===== src/pkg/cap_pkg.sv =====
// Package: register map, field layout and timing constants for the pop/tie-off/irq bank
package cap_pkg;

    // ----------------------------------------------------------------
    // Register offsets (word addresses on the control interface)
    // ----------------------------------------------------------------
    localparam logic [7:0] POWER_MANAGEMENT_ONE_ADDR      = 8'h08;
    localparam logic [7:0] COMPARATOR_IRQ_STATUS_ADDR     = 8'h1F;
    localparam logic [7:0] COMPARATOR_IRQ_MASK_ADDR       = 8'h27;
    localparam logic [7:0] OUTPUT_TIEOFF_CONTROL_ADDR     = 8'h4C;
    localparam logic [7:0] POP_AND_DISCHARGE_CONTROL_ADDR = 8'h4E;

    // ----------------------------------------------------------------
    // Field positions
    // ----------------------------------------------------------------
    localparam int TIEOFF_BUFFER_FORCE_BIT   = 13;
    localparam int TIEOFF_RES_LSB            = 8;
    localparam int RAMP_SPEED_LSB            = 8;
    localparam int OUT_FOUR_DISCHARGE_LSB    = 6;
    localparam int OUT_THREE_DISCHARGE_LSB   = 4;
    localparam int PAIR_TWO_DISCHARGE_LSB    = 2;
    localparam int PAIR_ONE_DISCHARGE_LSB    = 0;
    localparam int EVENT_LSB                 = 8;
    localparam int LEFT_JACK_EVENT_BIT       = 11;
    localparam int RIGHT_JACK_EVENT_BIT      = 10;
    localparam int MIC_SHORT_EVENT_BIT       = 9;
    localparam int MIC_PRESENT_EVENT_BIT     = 8;

    // ----------------------------------------------------------------
    // Reset values
    // ----------------------------------------------------------------
    localparam logic       TIEOFF_BUFFER_FORCE_RST = 1'b0;
    localparam logic [3:0] TIEOFF_RES_RST          = 4'h0;
    localparam logic [9:0] POP_DISCHARGE_RST       = 10'h000;
    localparam logic [3:0] EVENT_MASK_RST          = 4'h0;
    localparam logic [3:0] EVENT_STATUS_RST        = 4'h0;

    // ----------------------------------------------------------------
    // Rate codes shared by ramp and discharge fields
    // ----------------------------------------------------------------
    typedef enum logic [1:0] {
        CAP_RATE_OFF     = 2'h0,
        CAP_RATE_FAST    = 2'h1,
        CAP_RATE_MEDIUM  = 2'h2,
        CAP_RATE_SLOW    = 2'h3
    } cap_rate_t;

    // ----------------------------------------------------------------
    // Timing
    // ----------------------------------------------------------------
    localparam int CLK_FREQ_HZ       = 125_000_000;
    localparam int SLOW_CLK_HZ       = 1_000;
    localparam int SLOW_DIV_CYCLES   = CLK_FREQ_HZ / SLOW_CLK_HZ;
    localparam int ZC_TIMEOUT_TICKS  = 64;

endpackage : cap_pkg


===== src/design/cap_bank.sv =====
// Design: anti-pop, discharge, tie-off, zero-cross timeout and codec event bank
`timescale 1ns/1ps

module cap_bank #(
    parameter int N_PGA          = 4,
    parameter int SLOW_DIV       = cap_pkg::SLOW_DIV_CYCLES,
    parameter int ZC_TIMEOUT     = cap_pkg::ZC_TIMEOUT_TICKS
) (
    // Clock and reset
    input  wire logic              clk,
    input  wire logic              rst,
    // Register port
    input  wire logic [7:0]        reg_addr,
    input  wire logic              reg_wr,
    input  wire logic              reg_rd,
    input  wire logic [15:0]       reg_wdata,
    output logic      [15:0]       reg_rdata,
    output logic                   reg_rvalid,
    // Comparator conditions
    input  wire logic              left_jack_level,
    input  wire logic              right_jack_level,
    input  wire logic              mic_over_short_threshold,
    input  wire logic              mic_over_detect_threshold,
    // Output enables from the path controls
    input  wire logic [3:0]        out_enable,
    // Slow clock gate and gain stages
    input  wire logic              slow_clock_on,
    input  wire logic [N_PGA-1:0]  zc_enable,
    input  wire logic [N_PGA-1:0]  gain_pending,
    input  wire logic [N_PGA-1:0]  zero_cross,
    output logic      [N_PGA-1:0]  gain_apply,
    // Analogue controls
    output logic      [1:0]        ramp_speed,
    output logic      [1:0]        out_four_discharge_rate,
    output logic      [1:0]        out_three_discharge_rate,
    output logic      [1:0]        pair_two_discharge_rate,
    output logic      [1:0]        pair_one_discharge_rate,
    output logic                   tieoff_buffer_force,
    output logic      [3:0]        tieoff_low_res_on,
    output logic      [3:0]        tieoff_high_res_on,
    // Interrupt
    output logic                   codec_first_level_irq
);

    // ----------------------------------------------------------------
    // Storage
    // ----------------------------------------------------------------
    logic                   buffer_force;
    logic [3:0]             tieoff_resistance_select;
    logic [9:0]             pop_discharge;
    logic [3:0]             event_mask_prefix;
    logic [3:0]             event_status;
    logic [3:0]             cmp_prev;
    logic                   cmp_primed;
    logic [3:0]             cmp_now;
    logic [3:0]             cmp_edge;
    logic [3:0]             read_clear;
    logic [3:0]             next_status;
    logic [15:0]            next_rdata;
    logic                   wr_pm1;
    logic                   wr_mask;
    logic                   wr_tie;
    logic                   wr_pop;
    logic                   rd_status;

    // Width-safe equality on the 8-bit address
    function automatic logic hit(input logic [7:0] a, input logic [7:0] b);
        hit = (a == b);
    endfunction : hit

    assign wr_pm1    = reg_wr && hit(reg_addr, cap_pkg::POWER_MANAGEMENT_ONE_ADDR);
    assign wr_mask   = reg_wr && hit(reg_addr, cap_pkg::COMPARATOR_IRQ_MASK_ADDR);
    assign wr_tie    = reg_wr && hit(reg_addr, cap_pkg::OUTPUT_TIEOFF_CONTROL_ADDR);
    assign wr_pop    = reg_wr && hit(reg_addr, cap_pkg::POP_AND_DISCHARGE_CONTROL_ADDR);
    assign rd_status = reg_rd && hit(reg_addr, cap_pkg::COMPARATOR_IRQ_STATUS_ADDR);

    // ----------------------------------------------------------------
    // Configuration registers
    // ----------------------------------------------------------------
    // Only the force bit of this power register lives in this bank
    always_ff @(posedge clk) begin
        if (rst) begin
            buffer_force <= cap_pkg::TIEOFF_BUFFER_FORCE_RST;
        end else if (wr_pm1) begin
            buffer_force <= reg_wdata[cap_pkg::TIEOFF_BUFFER_FORCE_BIT];
        end
    end

    always_ff @(posedge clk) begin
        if (rst) begin
            tieoff_resistance_select <= cap_pkg::TIEOFF_RES_RST;
        end else if (wr_tie) begin
            tieoff_resistance_select <= reg_wdata[cap_pkg::TIEOFF_RES_LSB +: 4];
        end
    end

    // Ramp and all four discharge codes share one register
    always_ff @(posedge clk) begin
        if (rst) begin
            pop_discharge <= cap_pkg::POP_DISCHARGE_RST;
        end else if (wr_pop) begin
            pop_discharge <= reg_wdata[9:0];
        end
    end

    // Mask gates only the interrupt pin; status still records every edge
    always_ff @(posedge clk) begin
        if (rst) begin
            event_mask_prefix <= cap_pkg::EVENT_MASK_RST;
        end else if (wr_mask) begin
            event_mask_prefix <= reg_wdata[cap_pkg::EVENT_LSB +: 4];
        end
    end

    // ----------------------------------------------------------------
    // Analogue control outputs
    // ----------------------------------------------------------------
    // Codes pass straight through; code 00 leaves a ramp or discharge path off
    always_ff @(posedge clk) begin
        if (rst) begin
            ramp_speed <= cap_pkg::CAP_RATE_OFF;
        end else begin
            ramp_speed <= pop_discharge[cap_pkg::RAMP_SPEED_LSB +: 2];
        end
    end

    always_ff @(posedge clk) begin
        if (rst) begin
            out_four_discharge_rate <= cap_pkg::CAP_RATE_OFF;
        end else begin
            out_four_discharge_rate <= pop_discharge[cap_pkg::OUT_FOUR_DISCHARGE_LSB +: 2];
        end
    end

    always_ff @(posedge clk) begin
        if (rst) begin
            out_three_discharge_rate <= cap_pkg::CAP_RATE_OFF;
        end else begin
            out_three_discharge_rate <= pop_discharge[cap_pkg::OUT_THREE_DISCHARGE_LSB +: 2];
        end
    end

    always_ff @(posedge clk) begin
        if (rst) begin
            pair_two_discharge_rate <= cap_pkg::CAP_RATE_OFF;
        end else begin
            pair_two_discharge_rate <= pop_discharge[cap_pkg::PAIR_TWO_DISCHARGE_LSB +: 2];
        end
    end

    always_ff @(posedge clk) begin
        if (rst) begin
            pair_one_discharge_rate <= cap_pkg::CAP_RATE_OFF;
        end else begin
            pair_one_discharge_rate <= pop_discharge[cap_pkg::PAIR_ONE_DISCHARGE_LSB +: 2];
        end
    end

    always_ff @(posedge clk) begin
        if (rst) begin
            tieoff_buffer_force <= cap_pkg::TIEOFF_BUFFER_FORCE_RST;
        end else begin
            tieoff_buffer_force <= buffer_force;
        end
    end

    // Enabled outputs drop both tie-offs; the select bit is then don't-care
    always_ff @(posedge clk) begin
        if (rst) begin
            tieoff_low_res_on <= 4'h0;
        end else begin
            tieoff_low_res_on <= ~out_enable & ~tieoff_resistance_select;
        end
    end

    always_ff @(posedge clk) begin
        if (rst) begin
            tieoff_high_res_on <= 4'h0;
        end else begin
            tieoff_high_res_on <= ~out_enable & tieoff_resistance_select;
        end
    end

    // ----------------------------------------------------------------
    // Comparator event capture
    // ----------------------------------------------------------------
    // Mic inputs are the bias-current comparisons against the two thresholds
    assign cmp_now[cap_pkg::LEFT_JACK_EVENT_BIT - cap_pkg::EVENT_LSB]   = left_jack_level;
    assign cmp_now[cap_pkg::RIGHT_JACK_EVENT_BIT - cap_pkg::EVENT_LSB]  = right_jack_level;
    assign cmp_now[cap_pkg::MIC_SHORT_EVENT_BIT - cap_pkg::EVENT_LSB]   = mic_over_short_threshold;
    assign cmp_now[cap_pkg::MIC_PRESENT_EVENT_BIT - cap_pkg::EVENT_LSB] = mic_over_detect_threshold;

    // First cycle after reset only primes the history, so a level already
    // high at release is not mistaken for an edge.
    always_ff @(posedge clk) begin
        if (rst) begin
            cmp_prev <= 4'h0;
        end else begin
            cmp_prev <= cmp_now;
        end
    end

    always_ff @(posedge clk) begin
        if (rst) begin
            cmp_primed <= 1'b0;
        end else begin
            cmp_primed <= 1'b1;
        end
    end

    assign cmp_edge   = cmp_primed ? (cmp_now ^ cmp_prev) : 4'h0;
    assign read_clear = rd_status ? event_status : 4'h0;

    // New edge in the read cycle survives the clear
    always_comb begin
        next_status = (event_status & ~read_clear) | cmp_edge;
    end

    always_ff @(posedge clk) begin
        if (rst) begin
            event_status <= cap_pkg::EVENT_STATUS_RST;
        end else begin
            event_status <= next_status;
        end
    end

    // Lags status by one cycle so the pin comes from a flop
    always_ff @(posedge clk) begin
        if (rst) begin
            codec_first_level_irq <= 1'b0;
        end else begin
            codec_first_level_irq <= |(event_status & ~event_mask_prefix);
        end
    end

    // ----------------------------------------------------------------
    // Read path
    // ----------------------------------------------------------------
    always_comb begin
        next_rdata = 16'h0000;
        unique case (reg_addr)
            cap_pkg::POWER_MANAGEMENT_ONE_ADDR:
                next_rdata[cap_pkg::TIEOFF_BUFFER_FORCE_BIT] = buffer_force;
            cap_pkg::COMPARATOR_IRQ_STATUS_ADDR:
                next_rdata[cap_pkg::EVENT_LSB +: 4] = event_status;
            cap_pkg::COMPARATOR_IRQ_MASK_ADDR:
                next_rdata[cap_pkg::EVENT_LSB +: 4] = event_mask_prefix;
            cap_pkg::OUTPUT_TIEOFF_CONTROL_ADDR:
                next_rdata[cap_pkg::TIEOFF_RES_LSB +: 4] = tieoff_resistance_select;
            cap_pkg::POP_AND_DISCHARGE_CONTROL_ADDR:
                next_rdata[9:0] = pop_discharge;
            default:
                next_rdata = 16'h0000;
        endcase
    end

    // Unmapped addresses still answer, with zeros, so the host never stalls
    always_ff @(posedge clk) begin
        if (rst) begin
            reg_rvalid <= 1'b0;
        end else begin
            reg_rvalid <= reg_rd;
        end
    end

    // Read data holds between reads; only rvalid marks a fresh word
    always_ff @(posedge clk) begin
        if (rst) begin
            reg_rdata <= 16'h0000;
        end else if (reg_rd) begin
            reg_rdata <= next_rdata;
        end
    end

    // ----------------------------------------------------------------
    // Slow clock tick
    // ----------------------------------------------------------------
    // Held at zero while the slow clock is off, so timeouts stall too
    logic [$clog2(SLOW_DIV+1)-1:0] slow_cnt;
    logic                          slow_tick;

    always_ff @(posedge clk) begin
        if (rst || !slow_clock_on) begin
            slow_cnt  <= '0;
            slow_tick <= 1'b0;
        end else if (slow_cnt == $bits(slow_cnt)'(SLOW_DIV - 1)) begin
            slow_cnt  <= '0;
            slow_tick <= 1'b1;
        end else begin
            slow_cnt  <= slow_cnt + 1'b1;
            slow_tick <= 1'b0;
        end
    end

    // ----------------------------------------------------------------
    // Zero-cross timeout per gain stage
    // ----------------------------------------------------------------
    // A pending change applies at a crossing, at timeout, or at once when
    // zero-cross updating is off for that stage.
    logic [$clog2(ZC_TIMEOUT+1)-1:0] zc_cnt [N_PGA];

    always_ff @(posedge clk) begin
        if (rst) begin
            gain_apply <= '0;
            for (int i = 0; i < N_PGA; i++) begin
                zc_cnt[i] <= '0;
            end
        end else begin
            for (int i = 0; i < N_PGA; i++) begin
                gain_apply[i] <= 1'b0;
                if (!gain_pending[i] || gain_apply[i]) begin
                    zc_cnt[i] <= '0;
                end else if (!zc_enable[i] || zero_cross[i]) begin
                    gain_apply[i] <= 1'b1;
                    zc_cnt[i]     <= '0;
                end else if (zc_cnt[i] == $bits(zc_cnt[i])'(ZC_TIMEOUT)) begin
                    gain_apply[i] <= 1'b1;
                    zc_cnt[i]     <= '0;
                end else if (slow_tick) begin
                    zc_cnt[i] <= zc_cnt[i] + 1'b1;
                end
            end
        end
    end

endmodule : cap_bank


===== config.mk =====
export PLATFORM = sky130hd
export DESIGN_NAME = cap_bank
export DESIGN_NICKNAME = d
export VERILOG_FILES = /design/src/pkg/cap_pkg.sv /design/src/design/cap_bank.sv
export SDC_FILE = /design/constraint.sdc
export NUM_CORES = 1
export LEC_CHECK = 0
export BUFFER_PORTS_ARGS = -buffer_cell sky130_fd_sc_hd__clkbuf_2
export CORE_ASPECT_RATIO = 1.4
export CORE_UTILIZATION = 40
export CTS_CLUSTER_DIAMETER = 50
export DETAILED_ROUTE_END_ITERATION = 6
export SKIP_LAST_GASP = 1
export SYNTH_ARGS = -nofsm -noshare
export SYNTH_HDL_FRONTEND = slang
export SYNTH_SLANG_ARGS = --single-unit

===== constraint.sdc =====
create_clock -name clk -period 2.7 [get_ports clk]
set_input_delay 0.135 -clock clk [delete_from_list [all_inputs] [get_ports clk]]
set_output_delay 0.135 -clock clk [all_outputs]
set_load 0.05 [all_outputs]

=== After elaboration in Yosys (flattened, before gate mapping) ===
Memory sizes are Yosys's and may differ from the RTL's.
Cells that the tools add are included.

* $add $sub $neg: 5
* Equality and inequality tests: 10
* Multiplexer cells: 99
* Bitwise gates (word level): 26
* Reductions and logical operators: 29

{| class="wikitable"
|+ Operator list
! cell !! count
|-
| 7-bit 2-to-1 mux || 16
|-
| 1-bit 2-to-1 mux || 78
|-
| 7-bit by 1-bit adder with 7-bit output (second input constant) || 4
|-
| 7-bit == test (second input constant) || 4
|-
| 17-bit by 1-bit adder with 17-bit output (second input constant) || 1
|-
| 17-bit == test (second input constant) || 1
|-
| 4-bit bitwise AND || 4
|-
| 8-bit by 7-bit == test with 1-bit output (second input constant) || 2
|-
| 4-bit NOT || 4
|-
| 1-bit OR || 16
|-
| 2-bit OR reduction || 5
|-
| 1-bit logical NOT || 9
|-
| 1-bit logical OR || 9
|-
| 8-bit by 4-bit == test with 1-bit output (second input constant) || 1
|-
| 8-bit by 5-bit == test with 1-bit output (second input constant) || 1
|-
| 8-bit by 6-bit == test with 1-bit output (second input constant) || 1
|-
| 4-bit 2-to-1 mux || 2
|-
| 8-bit 2-to-1 mux || 1
|-
| 2-bit case mux with 4 select lines || 1
|-
| 2-bit case mux with 3 select lines || 1
|-
| 1-bit logical AND || 5
|-
| 4-bit OR || 1
|-
| 4-bit OR reduction || 1
|-
| 4-bit XOR || 1
|}

* Register bits: 84
* Memory bits (writable): 28
* Input port bits: 49
* Logic and storage cells: 194
* Memories: 1

{| class="wikitable"
|+ Memory list
! memory !! depth !! bits a word !! read ports !! clocked after Yosys merged registers in !! wr ports !! line !! source
|-
| zc_cnt || 4 || 7 || 4 || 0 || 4 || cap_bank.sv:300 || <nowiki>logic [$clog2(ZC_TIMEOUT+1)-1:0] zc_cnt [N_PGA];</nowiki>
|}

=== Longest topological paths before layout ===
* Depth in word-level cells: 9
* Gate-level depth with buffers: 6

=== Worst setup path after synthesis ===
Ideal clock, no wire load.

* Kind: flip-flop to flip-flop
* From: memory zc_cnt[0][0] (netlist bit)
* To: memory zc_cnt[0][0] (netlist bit), enable pin
* Setup time: 320 ps
* Data arrival time: 1211 ps
* Path slack: 1169 ps
* Stages on the path, launching flop included: 5
* Path buffers: 0
* Path through: edfxtp_1 inv_1 ha_1 a311oi_1 nand3_1

{| class="wikitable"
|+ RTL lines
! what !! line
|-
| start, declared || cap_bank.sv:300
|}

==> impl_metrics.yaml <==
floorplan:
  core_region_area_um2: 11300
  io_pins: 90
  rows: 46
  die_h_um: 130
  fp.dieArea_um2: 12100
  start_util_pct: 41.2
  dieWidth_um: 93.4
timing:
  setup_ws_ps: 916
  fmax_mhz: 561
  fin_worst_skew_ps: 10.1
  min_period_ps: 1780
  setup_viol: 0
  grt_setup_unrepaired: "false"
  finalSetupTns_ps: 0
  hold_viol_final: 0
  drv_slew: 0
  fin_crit_sh_pct: 66.1
placement:
  gp_congestion: 0.768
  placed_area_um2: 5190
  portBuffers: 83
  dp_hpwl_um: 7010
  post-place-ws_ps: 910
clock_tree:
  hold_buffers: 4
  path_clk_slew_ps: 70
  clockBufferDepth: 2
  cts_sinks: 112
  cts_made_buffers: 9
  clock_latency_ps: 340
  cts_root_buf: "clkbuf_16"
  cts_resized: 0
  cts_setup_buffers: 0
  cts_tree: "yes"
  cts_max_level: 3
synthesis:
  async_flop_share_pct: 0
  synth_compound_area_share_pct: 5.25
  synth_area_leaders: "dfxtp_1 36%, edfxtp_1 18%, nor2_1 6.1%"
  synth_edf_count: 28
  synth_top_family_by_area: "simple AND/OR/NAND/NOR gates"
  netlist_area_um2: 4670
  post-synth-top-count-cell: "dfxtp_1"
  yosys_warnings: 0
  synth-main-ff-cell: "dfxtp_1"
  synth_top_area_share_pct: 36.0
  synthAdderAreaFrac_pct: 2.41
  syn_area_per_cell_um2: 10.6
  syn_inst: 442
  synth_top_cells_by_count: "84 x dfxtp_1, 76 x nor2_1, 28 x edfxtp_1"
  netlist-cell-type-count: 45
  synth_simple_gate_area_share_pct: 22.2
  yosys.area.top_type: "dfxtp_1"
  yosysSeqAreaShare_pct: 54.0
  ys_ff_latch: 112
  synth-xor-area-share_pct: 7.31
  synth_mux_area_share_pct: 4.50
detailed_routing:
  drt-total-wl_um: 9470
  vias_per_cell: 4.93
  drc: 0
  via_count: 3352
  drt-initial-drc-count: 103
  wire_per_inst_um: 13.9
  ant_nets: 0
  drt_pass1_iterations: 4
critical_path:
  cp_max_fo: 7
  critPathLaunchType: "flop"
  cp.arrival_ps: 1770
  crit_type: "reg2reg"
  crit_path_end_kind: "flop"
  crit_required_ps: 2690
global_routing:
  grt_start_max_net_pins: 41
  overflow: 0
  grt_pass1_vias: 3331
  grt.total_usage_pct: 16.6
  grt_pass1_wl_um: 15500
  antenna_found_initial: 0
cells_and_area:
  utilization_pct: 49.0
  diodes: 0
  drive_gt1_share_pct: 21.6
  fin_area_um2: 5550
  area_growth_pct: 18.8
  nets: 589
pwr:
  ir_worst_vdd_mv: 0.371
  p_leak_uw: 0.00229
  power.density_nw_per_um2: 608
  power_uw: 3380
outcome:
  status: "complete, no violations"
hold_path:
  hold_class: "in2reg"
run:
  drv_cap: 0
-- critical path: stages, from the launching register on --
cell      delay (ps)
edfxtp_1         380
inv_1             60
ha_1             200
a311oi_1         420
nand3_1          370
-- per-layer routing --
layer	vias up	GRT usage, %	part of all wire, %
li1	1706	-	-
met4	0	7.69	2.4
met5	-	0	0
met3	16	3.55	3.3
met1	1562	19.6	45
met2	68	28.7	49
-- cell families after synthesis --
logic type | after synthesis
buffers and inverters | 38
AOI/OAI and AO/OA | 31
DFF | 112
xor gates and xnor gates | 39
and+or+nand+nor | 191
muxes | 21
adders and majority gates | 9
other | 1
-- metrics by stage --
step	instances	hold WS, ps
floorplan	444	206
global placement	660	314
detailed placement	660	321
CTS	680	6.29
global route	680	29.4
finish	680	20.1
-- final cells by class --
| type | count | area [um^2] |
|---|---|---|
| Multi-Input combinational cell | 294 | 1960 |
| Clock inverter | 5 | 67.6 |
| Inverter | 24 | 90.1 |
| Fill cell | 1050 | 5780 |
| Tap cell | 144 | 180 |
| Timing Repair Buffer | 90 | 478 |
| Sequential cell | 112 | 2520 |
| Clock buffer | 11 | 258 |
-- layout by cell type (no fill, tap or decap), drive strengths merged, types with 11 or more instances in the layout --
cell    netlist  layout
nand3        25      25
nor4         11      11
nor3         11      11
inv          24      28
nor2b        21      21
mux2i        21      21
xnor2        25      25
clkbuf        5      94
nor2         79      79
dfxtp        84      84
xor2         14      14
edfxtp       28      28
nand2        11      11
-- power by group --
group          internal [uW]  switching [uW]
clock                    804             609
combinational           71.9             128
sequential              1740            21.1
total                   2620             758
-- sequential cells by signal, indices dropped and copies added, names as in the netlist, 2 cells and up --
signal	cells
out_three_discharge_rate	2
out_four_discharge_rate	2
ramp_speed	2
slow_cnt	17
tieoff_low_res_on	4
zc_cnt	28
cmp_prev	4
pop_discharge	10
event_mask_prefix	4
tieoff_resistance_select	4
gain_apply	4
event_status	4
pair_two_discharge_rate	2
pair_one_discharge_rate	2
tieoff_high_res_on	4
reg_rdata	13
-- final timing paths --
kind | startpoint | to | slack (ps) | cells past startpoint
worst max-delay path | zc_cnt[0][0] | zc_cnt[0][0] | 920 | 4
worst min-delay path | reg_wdata[2] | pop_discharge[2] | 20 | 3
worst min register to register | slow_cnt[0] | slow_cnt[0] | 460 | 1
worst max register to register | zc_cnt[0][0] | zc_cnt[0][0] | 920 | 4
Power figures use the tool's default switching activity.
